==> config.mk <==
export PLATFORM = sky130hd
export DESIGN_NAME = adcc_top
export DESIGN_NICKNAME = d
export VERILOG_FILES = /design/src/core/adcc_accum.v /design/src/core/adcc_divider.v /design/src/core/adcc_top.v
export VERILOG_INCLUDE_DIRS = /design/src /design/src/core
export SDC_FILE = /design/constraint.sdc
export NUM_CORES = 1
export LEC_CHECK = 0
export ABC_CLOCK_PERIOD_IN_PS = 6100
export BUFFER_PORTS_ARGS = -buffer_cell sky130_fd_sc_hd__buf_2
export CORE_MARGIN = 2
export CORE_UTILIZATION = 64
export CTS_CLUSTER_SIZE = 40
export DETAILED_ROUTE_END_ITERATION = 7
export MAX_ROUTING_LAYER = met4
export PLACE_DENSITY = 0.86
export SLEW_MARGIN = 10
export SYNTH_ARGS = -nofsm -noshare
export SYNTH_HDL_FRONTEND = slang
export SYNTH_SLANG_ARGS = --single-unit
==> constraint.sdc <==
create_clock -name clk -period 6.1 [get_ports clk]
set_input_delay 0.305 -clock clk [delete_from_list [all_inputs] [get_ports clk]]
set_output_delay 0.305 -clock clk [all_outputs]
set_load 0.02 [all_outputs]
==> src/core/adcc_defines.vh <==
// register indices, field positions and encodings of the converter control
`ifndef ADCC_DEFINES_VH
`define ADCC_DEFINES_VH

`define ADCC_IDX_CONTROL_A  8'h00
`define ADCC_IDX_ACCUM      8'h01
`define ADCC_IDX_REFCLK     8'h02
`define ADCC_IDX_DELAYS     8'h03
`define ADCC_IDX_WINMODE    8'h04
`define ADCC_IDX_SAMPLE_LEN 8'h05
`define ADCC_IDX_INSEL      8'h06
`define ADCC_IDX_COMMAND    8'h08
`define ADCC_IDX_EVENT      8'h09
`define ADCC_IDX_INTEN      8'h0A
`define ADCC_IDX_FLAGS      8'h0B
`define ADCC_IDX_DEBUG      8'h0C
`define ADCC_IDX_SCRATCH    8'h0D
`define ADCC_IDX_RESULT     8'h10
`define ADCC_IDX_WINLO      8'h12
`define ADCC_IDX_WINHI      8'h14
`define ADCC_IDX_TRIM       8'h16

`define ADCC_CONTROL_A_MASK 8'h87
`define ADCC_BIT_ENABLE     0
`define ADCC_BIT_FREE_RUN   1
`define ADCC_BIT_RES_SELECT 2
`define ADCC_BIT_RUN_STBY   7
`define ADCC_ACCUM_MASK     8'h07
`define ADCC_REFCLK_MASK    8'h77
`define ADCC_BIT_CAP_SELECT 6
`define ADCC_WINMODE_MASK   8'h07
`define ADCC_SAMPLE_LEN_MASK 8'h1F
`define ADCC_INSEL_MASK     8'h1F
`define ADCC_BIT1_MASK      8'h01
`define ADCC_INT_MASK       8'h03
`define ADCC_FLAG_READY     0
`define ADCC_FLAG_WINDOW    1
`define ADCC_RESET_VAL      8'h00

`define ADCC_WIN_NONE       3'h0
`define ADCC_WIN_BELOW      3'h1
`define ADCC_WIN_ABOVE      3'h2
`define ADCC_WIN_INSIDE     3'h3
`define ADCC_WIN_OUTSIDE    3'h4

`endif

==> src/core/adcc_accum.v <==
// sample truncation and accumulation over 1..64 samples
`timescale 1ns/1ps
module adcc_accum (
  input  wire        clk,
  input  wire        rst_n,
  input  wire        clear,
  input  wire        sample_valid,
  input  wire [9:0]  sample,
  input  wire        eight_bit,
  input  wire [2:0]  count_code,
  output reg  [15:0] sum,
  output reg         done
);
  reg  [6:0] taken;
  wire [9:0] value = eight_bit ? {2'b00, sample[9:2]} : sample;
  wire [6:0] needed = 7'h01 << count_code;
  wire [15:0] base  = (taken == 7'h00) ? 16'h0000 : sum;

  always @(posedge clk or negedge rst_n) begin
    if (!rst_n) begin
      sum   <= 16'h0000;
      taken <= 7'h00;
      done  <= 1'b0;
    end else begin
      done <= 1'b0;
      if (clear) begin
        taken <= 7'h00;
      end else if (sample_valid) begin
        sum <= base + {6'h00, value};
        if (taken + 7'h01 >= needed) begin
          taken <= 7'h00;
          done  <= 1'b1;
        end else begin
          taken <= taken + 7'h01;
        end
      end
    end
  end
endmodule

==> src/core/adcc_divider.v <==
// converter clock enable: one pulse every 2^(code+1) peripheral clocks
`timescale 1ns/1ps
module adcc_divider (
  input  wire       clk,
  input  wire       rst_n,
  input  wire       run,
  input  wire [2:0] code,
  output reg        tick
);
  reg  [7:0] count;
  wire [7:0] last = (8'h02 << code) - 8'h01;

  always @(posedge clk or negedge rst_n) begin
    if (!rst_n) begin
      count <= 8'h00;
      tick  <= 1'b0;
    end else if (!run) begin
      count <= 8'h00;
      tick  <= 1'b0;
    end else if (count >= last) begin
      count <= 8'h00;
      tick  <= 1'b1;
    end else begin
      count <= count + 8'h01;
      tick  <= 1'b0;
    end
  end
endmodule

==> src/core/adcc_top.v <==
// converter control block: apb registers, sequencing, window, interrupts
`timescale 1ns/1ps
`include "adcc_defines.vh"

////////////////////////////////////////////////////////////////////////////
// Contract
// - converter runs only while enabled
// - run-in-standby bit keeps converter running in standby
// - ten-bit values stored when resolution clear
// - resolution set drops two lowest bits
// - free running starts on start command
// - free running restarts after each completion
// - accumulation code selects 1 to 64 samples
// - accumulated sum counts as one conversion
// - cap bit picks reduced sampling capacitor
// - reference code picks internal or supply
// - divider gives peripheral clock over 2^(code+1)
// - completion sets ready flag, clears start
// - interrupt while flag and enable set
// - event rising edge starts conversion when enabled
// - window compared once after last sample
module adcc_top #(
  parameter CONV_TICKS = 13
) (
  input  wire        clk,
  input  wire        rst_n,
  input  wire        psel,
  input  wire        penable,
  input  wire        pwrite,
  input  wire [7:0]  paddr,
  input  wire [31:0] pwdata,
  output reg  [31:0] prdata,
  output reg         pready,
  output reg         pslverr,
  input  wire        standby,
  input  wire        debug_halt,
  input  wire        start_event,
  input  wire [9:0]  sample_data,
  output reg         converter_on,
  output reg         sample_start,
  output reg  [4:0]  input_select,
  output reg         sample_cap_select,
  output reg  [1:0]  reference_select,
  output reg         irq
);

  ////////////////////////////////////////////////////////////////////////////
  // registers
  reg  [7:0]  control_a;
  reg  [7:0]  control_b_accumulation;
  reg  [7:0]  control_c_reference_clock;
  reg  [7:0]  control_d_delays;
  reg  [7:0]  control_e_window_mode;
  reg  [7:0]  sample_length;
  reg  [7:0]  input_sel;
  reg         start_conversion;
  reg         start_event_input;
  reg  [1:0]  interrupt_enable;
  reg  [1:0]  interrupt_flags;
  reg         run_in_debug;
  reg  [7:0]  byte_scratch;
  reg  [15:0] conversion_result;
  reg  [15:0] window_low_threshold;
  reg  [15:0] window_high_threshold;
  reg         sampling_duty;

  wire enable          = control_a[`ADCC_BIT_ENABLE];
  wire free_running    = control_a[`ADCC_BIT_FREE_RUN];
  wire resolution_select = control_a[`ADCC_BIT_RES_SELECT];
  wire run_in_standby  = control_a[`ADCC_BIT_RUN_STBY];
  wire [2:0] accumulation_count = control_b_accumulation[2:0];
  wire [2:0] clock_divider = control_c_reference_clock[2:0];
  wire [2:0] window_mode = control_e_window_mode[2:0];

  ////////////////////////////////////////////////////////////////////////////
  // pin synchronisers
  reg [2:0] ev_sync;
  reg [1:0] sb_sync;
  reg [1:0] dbg_sync;

  always @(posedge clk or negedge rst_n) begin
    if (!rst_n) begin
      ev_sync  <= 3'h0;
      sb_sync  <= 2'h0;
      dbg_sync <= 2'h0;
    end else begin
      ev_sync  <= {ev_sync[1:0], start_event};
      sb_sync  <= {sb_sync[0], standby};
      dbg_sync <= {dbg_sync[0], debug_halt};
    end
  end

  // edge detect reads only the second and third stages
  wire event_rise = ev_sync[1] & ~ev_sync[2];
  wire event_start = start_event_input & event_rise & enable;

  // standby stops the converter unless run-in-standby is set
  wire active = enable & (~sb_sync[1] | run_in_standby)
              & (~dbg_sync[1] | run_in_debug);

  ////////////////////////////////////////////////////////////////////////////
  // apb slave, zero wait states
  wire access   = psel & penable;
  wire wr       = access & pwrite;
  wire [7:0] wb = pwdata[7:0];
  wire [7:0] wh = pwdata[15:8];
  // each register is one aligned word: byte address is four times its index
  wire [7:0] reg_index = {2'b00, paddr[7:2]};
  wire       aligned   = (paddr[1:0] == 2'b00);
  wire mapped;
  reg  [15:0] next_rdata;
  reg         next_mapped;

  always @* begin
    next_rdata  = 16'h0000;
    next_mapped = 1'b1;
    if (reg_index == `ADCC_IDX_CONTROL_A)
      next_rdata = {8'h00, control_a};
    else if (reg_index == `ADCC_IDX_ACCUM)
      next_rdata = {8'h00, control_b_accumulation};
    else if (reg_index == `ADCC_IDX_REFCLK)
      next_rdata = {8'h00, control_c_reference_clock};
    else if (reg_index == `ADCC_IDX_DELAYS)
      next_rdata = {8'h00, control_d_delays};
    else if (reg_index == `ADCC_IDX_WINMODE)
      next_rdata = {8'h00, control_e_window_mode};
    else if (reg_index == `ADCC_IDX_SAMPLE_LEN)
      next_rdata = {8'h00, sample_length};
    else if (reg_index == `ADCC_IDX_INSEL)
      next_rdata = {8'h00, input_sel};
    else if (reg_index == `ADCC_IDX_COMMAND)
      next_rdata = {15'h0000, start_conversion};
    else if (reg_index == `ADCC_IDX_EVENT)
      next_rdata = {15'h0000, start_event_input};
    else if (reg_index == `ADCC_IDX_INTEN)
      next_rdata = {14'h0000, interrupt_enable};
    else if (reg_index == `ADCC_IDX_FLAGS)
      next_rdata = {14'h0000, interrupt_flags};
    else if (reg_index == `ADCC_IDX_DEBUG)
      next_rdata = {15'h0000, run_in_debug};
    else if (reg_index == `ADCC_IDX_SCRATCH)
      next_rdata = {8'h00, byte_scratch};
    else if (reg_index == `ADCC_IDX_RESULT)
      next_rdata = conversion_result;
    else if (reg_index == `ADCC_IDX_WINLO)
      next_rdata = window_low_threshold;
    else if (reg_index == `ADCC_IDX_WINHI)
      next_rdata = window_high_threshold;
    else if (reg_index == `ADCC_IDX_TRIM)
      next_rdata = {15'h0000, sampling_duty};
    else
      next_mapped = 1'b0;
  end
  // unaligned addresses answer like unmapped ones
  assign mapped = next_mapped & aligned;

  always @(posedge clk or negedge rst_n) begin
    if (!rst_n) begin
      prdata  <= 32'h00000000;
      pready  <= 1'b0;
      pslverr <= 1'b0;
    end else begin
      pready  <= psel & ~penable;
      pslverr <= psel & ~penable & ~mapped;
      prdata  <= (psel & ~penable & ~pwrite & mapped) ?
                 {16'h0000, next_rdata} : 32'h00000000;
    end
  end

  // writes land in the access cycle, which is the pready edge
  wire wr_hit = wr & pready & aligned;

  ////////////////////////////////////////////////////////////////////////////
  // conversion sequencer
  localparam S_IDLE = 2'b00;
  localparam S_CONV = 2'b01;
  localparam S_WAIT = 2'b10;

  reg  [1:0] state;
  reg  [7:0] conv_count;
  reg        sample_valid;
  wire       adc_tick;
  wire [15:0] acc_sum;
  wire       acc_done;

  adcc_divider u_div (
    .clk   (clk),
    .rst_n (rst_n),
    .run   (active),
    .code  (clock_divider),
    .tick  (adc_tick)
  );

  adcc_accum u_acc (
    .clk          (clk),
    .rst_n        (rst_n),
    .clear        (~active | (state == S_IDLE)),
    .sample_valid (sample_valid),
    .sample       (sample_data),
    .eight_bit    (resolution_select),
    .count_code   (accumulation_count),
    .sum          (acc_sum),
    .done         (acc_done)
  );

  always @(posedge clk or negedge rst_n) begin
    if (!rst_n) begin
      state        <= S_IDLE;
      conv_count   <= 8'h00;
      sample_valid <= 1'b0;
      sample_start <= 1'b0;
    end else begin
      sample_valid <= 1'b0;
      sample_start <= 1'b0;
      if (!active) begin
        state <= S_IDLE;
      end else begin
        case (state)
          S_IDLE: begin
            if (start_conversion) begin
              state        <= S_CONV;
              conv_count   <= 8'h00;
              sample_start <= 1'b1;
            end
          end
          S_CONV: begin
            if (adc_tick) begin
              if (conv_count >= CONV_TICKS[7:0] - 8'h01) begin
                sample_valid <= 1'b1;
                state        <= S_WAIT;
              end else begin
                conv_count <= conv_count + 8'h01;
              end
            end
          end
          S_WAIT: begin
            if (acc_done) begin
              // free running chains straight on
              state <= free_running ? S_CONV : S_IDLE;
              sample_start <= free_running;
              conv_count <= 8'h00;
            end else if (!sample_valid) begin
              state        <= S_CONV; // next sample of an accumulation
              conv_count   <= 8'h00;
              sample_start <= 1'b1;
            end
          end
          default: state <= S_IDLE;
        endcase
      end
    end
  end

  ////////////////////////////////////////////////////////////////////////////
  // window compare, once per finished accumulation
  reg win_hit;
  always @* begin
    case (window_mode)
      `ADCC_WIN_BELOW:  win_hit = acc_sum < window_low_threshold;
      `ADCC_WIN_ABOVE:  win_hit = acc_sum > window_high_threshold;
      `ADCC_WIN_INSIDE: win_hit = (acc_sum > window_low_threshold) &
                                  (acc_sum < window_high_threshold);
      `ADCC_WIN_OUTSIDE: win_hit = (acc_sum < window_low_threshold) |
                                   (acc_sum > window_high_threshold);
      default:          win_hit = 1'b0;
    endcase
  end

  wire done_evt  = acc_done & active;
  wire window_compare_evt = done_evt & win_hit;

  ////////////////////////////////////////////////////////////////////////////
  // register writes and hardware updates
  always @(posedge clk or negedge rst_n) begin
    if (!rst_n) begin
      control_a                 <= `ADCC_RESET_VAL;
      control_b_accumulation    <= `ADCC_RESET_VAL;
      control_c_reference_clock <= `ADCC_RESET_VAL;
      control_d_delays          <= `ADCC_RESET_VAL;
      control_e_window_mode     <= `ADCC_RESET_VAL;
      sample_length             <= `ADCC_RESET_VAL;
      input_sel                 <= `ADCC_RESET_VAL;
      start_conversion          <= 1'b0;
      start_event_input         <= 1'b0;
      interrupt_enable          <= 2'b00;
      interrupt_flags           <= 2'b00;
      run_in_debug              <= 1'b0;
      byte_scratch              <= `ADCC_RESET_VAL;
      conversion_result         <= 16'h0000;
      window_low_threshold      <= 16'h0000;
      window_high_threshold     <= 16'h0000;
      sampling_duty             <= 1'b0;
    end else begin
      if (wr_hit) begin
        if (reg_index == `ADCC_IDX_CONTROL_A)
          control_a <= wb & `ADCC_CONTROL_A_MASK;
        else if (reg_index == `ADCC_IDX_ACCUM)
          control_b_accumulation <= wb & `ADCC_ACCUM_MASK;
        else if (reg_index == `ADCC_IDX_REFCLK)
          control_c_reference_clock <= wb & `ADCC_REFCLK_MASK;
        else if (reg_index == `ADCC_IDX_DELAYS)
          control_d_delays <= wb;
        else if (reg_index == `ADCC_IDX_WINMODE)
          control_e_window_mode <= wb & `ADCC_WINMODE_MASK;
        else if (reg_index == `ADCC_IDX_SAMPLE_LEN)
          sample_length <= wb & `ADCC_SAMPLE_LEN_MASK;
        else if (reg_index == `ADCC_IDX_INSEL)
          input_sel <= wb & `ADCC_INSEL_MASK;
        else if (reg_index == `ADCC_IDX_EVENT)
          start_event_input <= wb[0];
        else if (reg_index == `ADCC_IDX_INTEN)
          interrupt_enable <= wb[1:0];
        else if (reg_index == `ADCC_IDX_DEBUG)
          run_in_debug <= wb[0];
        else if (reg_index == `ADCC_IDX_SCRATCH)
          byte_scratch <= wb;
        else if (reg_index == `ADCC_IDX_WINLO)
          window_low_threshold <= {wh, wb};
        else if (reg_index == `ADCC_IDX_WINHI)
          window_high_threshold <= {wh, wb};
        else if (reg_index == `ADCC_IDX_TRIM)
          sampling_duty <= wb[0];
      end

      // start: write one or event edge sets, completion clears
      if (done_evt & ~free_running)
        start_conversion <= 1'b0;
      else if (done_evt & free_running & ~enable)
        start_conversion <= 1'b0;
      if ((wr_hit & (reg_index == `ADCC_IDX_COMMAND) & wb[0] & enable)
          | event_start)
        start_conversion <= 1'b1;
      if (done_evt & free_running)
        start_conversion <= 1'b0;

      if (done_evt)
        conversion_result <= acc_sum;

      // set wins over a same-cycle write-one clear
      interrupt_flags <= (interrupt_flags
                         & ~((wr_hit & (reg_index == `ADCC_IDX_FLAGS))
                             ? wb[1:0] : 2'b00))
                         | {window_compare_evt, done_evt};
    end
  end

  ////////////////////////////////////////////////////////////////////////////
  // outputs
  always @(posedge clk or negedge rst_n) begin
    if (!rst_n) begin
      converter_on      <= 1'b0;
      input_select      <= 5'h00;
      sample_cap_select <= 1'b0;
      reference_select  <= 2'b00;
      irq               <= 1'b0;
    end else begin
      converter_on      <= active;
      input_select      <= input_sel[4:0];
      sample_cap_select <=
        control_c_reference_clock[`ADCC_BIT_CAP_SELECT];
      reference_select  <= control_c_reference_clock[5:4];
      irq <= |(interrupt_flags & interrupt_enable);
    end
  end

endmodule

==> metrics.txt <==
Post-CTS Hold Buffers 4; Cell Rows 45; hold_sp penable; Fillers around 1100; Worst-Skew Late Latency approximately 0.43 ns; PwrDens 222 mW/mm2; RR Endpoint u_acc.sum[11]; global-route wire length before repair 37600 um; Clock Tree Buf Depth 2; hold path depth 2; Syn Inst Count 963; Synth area leaders dfrtp_1 (46%), mux2_2 (8.4%), ha_1 (7.8%); synthesized flop and latch total 178; routed length per instance ~19 um; Slowest Stage Delay on Critical Path 0.59 ns; gr usage total around 30%; Routed WL approximately 23000 um; delay-heaviest family, CP compound AO/OA/AOI/OAI gates; startpoint types register; flop2flop setup slack around 2.4 ns; Lkg Pwr 5.14 nW; Setup Skew ~0.0072 ns; vias per inst between 6 and 7; cts repair resizes 0; Nets roughly 1100; Die Height between 100 and 150 um; count leader, synth dfrtp_1; Top FF cell, synth dfrtp_1; clk slew on worst S/H paths 0.06 ns; vias in the first global route 7447; Reg-to-Reg Start u_acc.taken[3]; number of synthesized flops with an enable pin 0; setup TNS 0 ns; CP required ~6.5 ns; DRT iter0 DRCs ~930; Ant. Diodes 0; routed via count about 7700; Max Cap Violations 0; initial antenna violation count 0; GRT overflow 0; Slew Viols, Final 0; post-CTS setup buffers 0; CTS sink cnt between 150 and 200; synthesized area per cell just over 10 um2; Relative slew margins between 20% and 30%; worst-case reg-to-reg path depth 12; synth warn 0; top cell type's share of synthesized area ~46%; Finished Core Util between 70% and 80%; CP Class register to register; Area Growth Syn to Fin 10.4%; Hold Fails Final Rpt 0; fin crit period between 3 and 4 ns; CTS tree built; # DRC 0; gpl congestion 0.938; IO Pins a little over 100; CP Cell Sequence nor4_1, nand3b_1, nand2_1, inv_1, ha_1, a21o_1, a21o_1, a2111oi_0, o21ai_1, a32o_1, o21ai_1, a22o_1; fin crit share 60.8%; Netlist cell types 73; sequential fraction of the synthesis area 45.7%; HP Class input port to register; outcome finished clean; Bufs and invs on worst path 1; FFs w/ async S/R, synth between 90% and 100%; Root Buffer clkbuf_16; Detail Placement HPWL 15700 um; Slowest-stage cell, CP a2111oi_0; f_max 269 MHz; IO Port Bufs 70; most frequent cells after synthesis dfrtp_1 (178), nand2_1 (77), nor2_1 (77); fraction of layout cells with a size suffix above 1 between 10% and 20%; antenna violation net count after detailed routing 0; crit-path max FO 18; CP arrival 4.08 ns; worst vdd ir 0.259 mV; Initial Util 64.9%; Core ar. 0.0150 mm2; endpoints failing setup 0; htree depth 4; largest area contributor in the netlist dfrtp_1; slew at the pin with the worst max-slew slack ~1.1 ns; total CTS buffers 17; Die X about 130 um; die area 0.0162 mm2; synthesized area 0.00976 mm2; DR pass1 iterations 5; RSZ-0062 raised after global routing false; crit path capture type register; Hold EP pready; largest net degree at the start of global routing 96
-- layout by cell type, fill, tap and decap left out, types with 5 or more instances in the layout --
| master | count |
|---|---|
| nand2_1 | 77 |
| mux2_1 | 10 |
| a32o_1 | 6 |
| dfrtp_1 | 178 |
| o211ai_1 | 5 |
| nand3_1 | 27 |
| a221oi_1 | 5 |
| a21o_1 | 17 |
| and2_1 | 13 |
| nand4_1 | 13 |
| nand2b_1 | 13 |
| a21oi_1 | 33 |
| a22o_1 | 5 |
| mux2i_1 | 9 |
| xor2_1 | 10 |
| clkbuf_16 | 17 |
| nor2b_1 | 9 |
| nor2_1 | 77 |
| xnor2_1 | 11 |
| conb_1 | 16 |
| nor4_1 | 6 |
| and3_1 | 6 |
| nand3b_1 | 7 |
| ha_1 | 61 |
| inv_1 | 51 |
| a211oi_1 | 5 |
| buf_2 | 69 |
| a31oi_1 | 21 |
| o21ai_0 | 65 |
| nor3_1 | 14 |
| a22oi_1 | 16 |
| mux2_2 | 73 |
| o21ai_1 | 6 |
| clkinv_2 | 5 |
-- sequential cells by signal (all words and copies together), names as in the netlist, 3 cells and up --
signal                     flops
control_b_accumulation         3
byte_scratch                   8
input_select                   5
prdata                        16
window_low_threshold          16
u_acc.taken                    7
control_d_delays               8
control_e_window_mode          3
control_c_reference_clock      6
input_sel                      5
ev_sync                        3
sample_length                  5
control_a                      4
u_div.count                    8
u_acc.sum                     16
window_high_threshold         16
conv_count                     8
conversion_result             16
-- logic make-up (layout without fill, tap and decap cells) --
group           Yosys count  count (layout)  share of synthesized area (%)
flops                   178             178                           45.7
compound gates          215             215                           14.2
simple gates            288             288                           14.8
other cells               1              16                         0.0384
buf+inv                 106             160                           4.86
xor+xnor                 21              21                           1.89
mux                      92              92                           10.5
fa+ha+maj                62              62                           8.03
-- through the flow --
step / cells / hold slack [ns] / power [W] / cell area, um2 / setup WS (ns)
after global routing: 1220 / 0.0574 / 0.00245 / 10800 / 2.07
after global placement: 1185 / 0.333 / 0.00133 / 10200 / 2.42
after detailed placement: 1185 / 0.337 / 0.00133 / 10200 / 2.34
after floorplan: 978 / 0.00941 / 0.00128 / 9810 / 2.97
after CTS: 1220 / 0.0509 / 0.00239 / 10800 / 2.33
final: 1220 / 0.0620 / 0.00239 / 10800 / 2.39
-- layout make-up --
type                       instances  area (um2)  share of cell area [%]
multi-input combinational        694        4890                    45.4
sequential                       178        4450                    41.4
clock inverter                    13         135                    1.25
tap                              188         235                    2.18
inverter                          52         195                    1.81
timing repair buffer              77         419                    3.89
clock buffer                      18         439                    4.08
-- routing by layer --
layer / global-route usage [%] / wire, um
met1: 39.8 / 9810
met3: 5.82 / 1720
met2: 46.7 / 10800
met5: - / 0
met4: 12.0 / 733
-- report_power, final --
part           leakage, nW  switching (W)  internal, W
Clock                0.282       0.000461     0.000611
Sequential            2.29     0.00000350      0.00119
Combinational         2.56      0.0000923    0.0000362
-- worst max-delay path by stage --
stage | startpoint | endpoint | slack [ns] | depth (start not counted)
finish | u_acc.taken[3] | u_acc.sum[11] | 2.39 | 12
floorplan | u_acc.taken[3] | u_acc.sum[15] | 2.97 | 13
CTS | u_acc.taken[3] | u_acc.sum[15] | 2.33 | 12
global placement | u_acc.taken[3] | u_acc.sum[15] | 2.42 | 12
detailed placement | u_acc.taken[3] | u_acc.sum[15] | 2.34 | 12
global route | u_acc.taken[3] | u_acc.sum[15] | 2.07 | 12
Note: power is estimated with default switching activity, not from simulation.
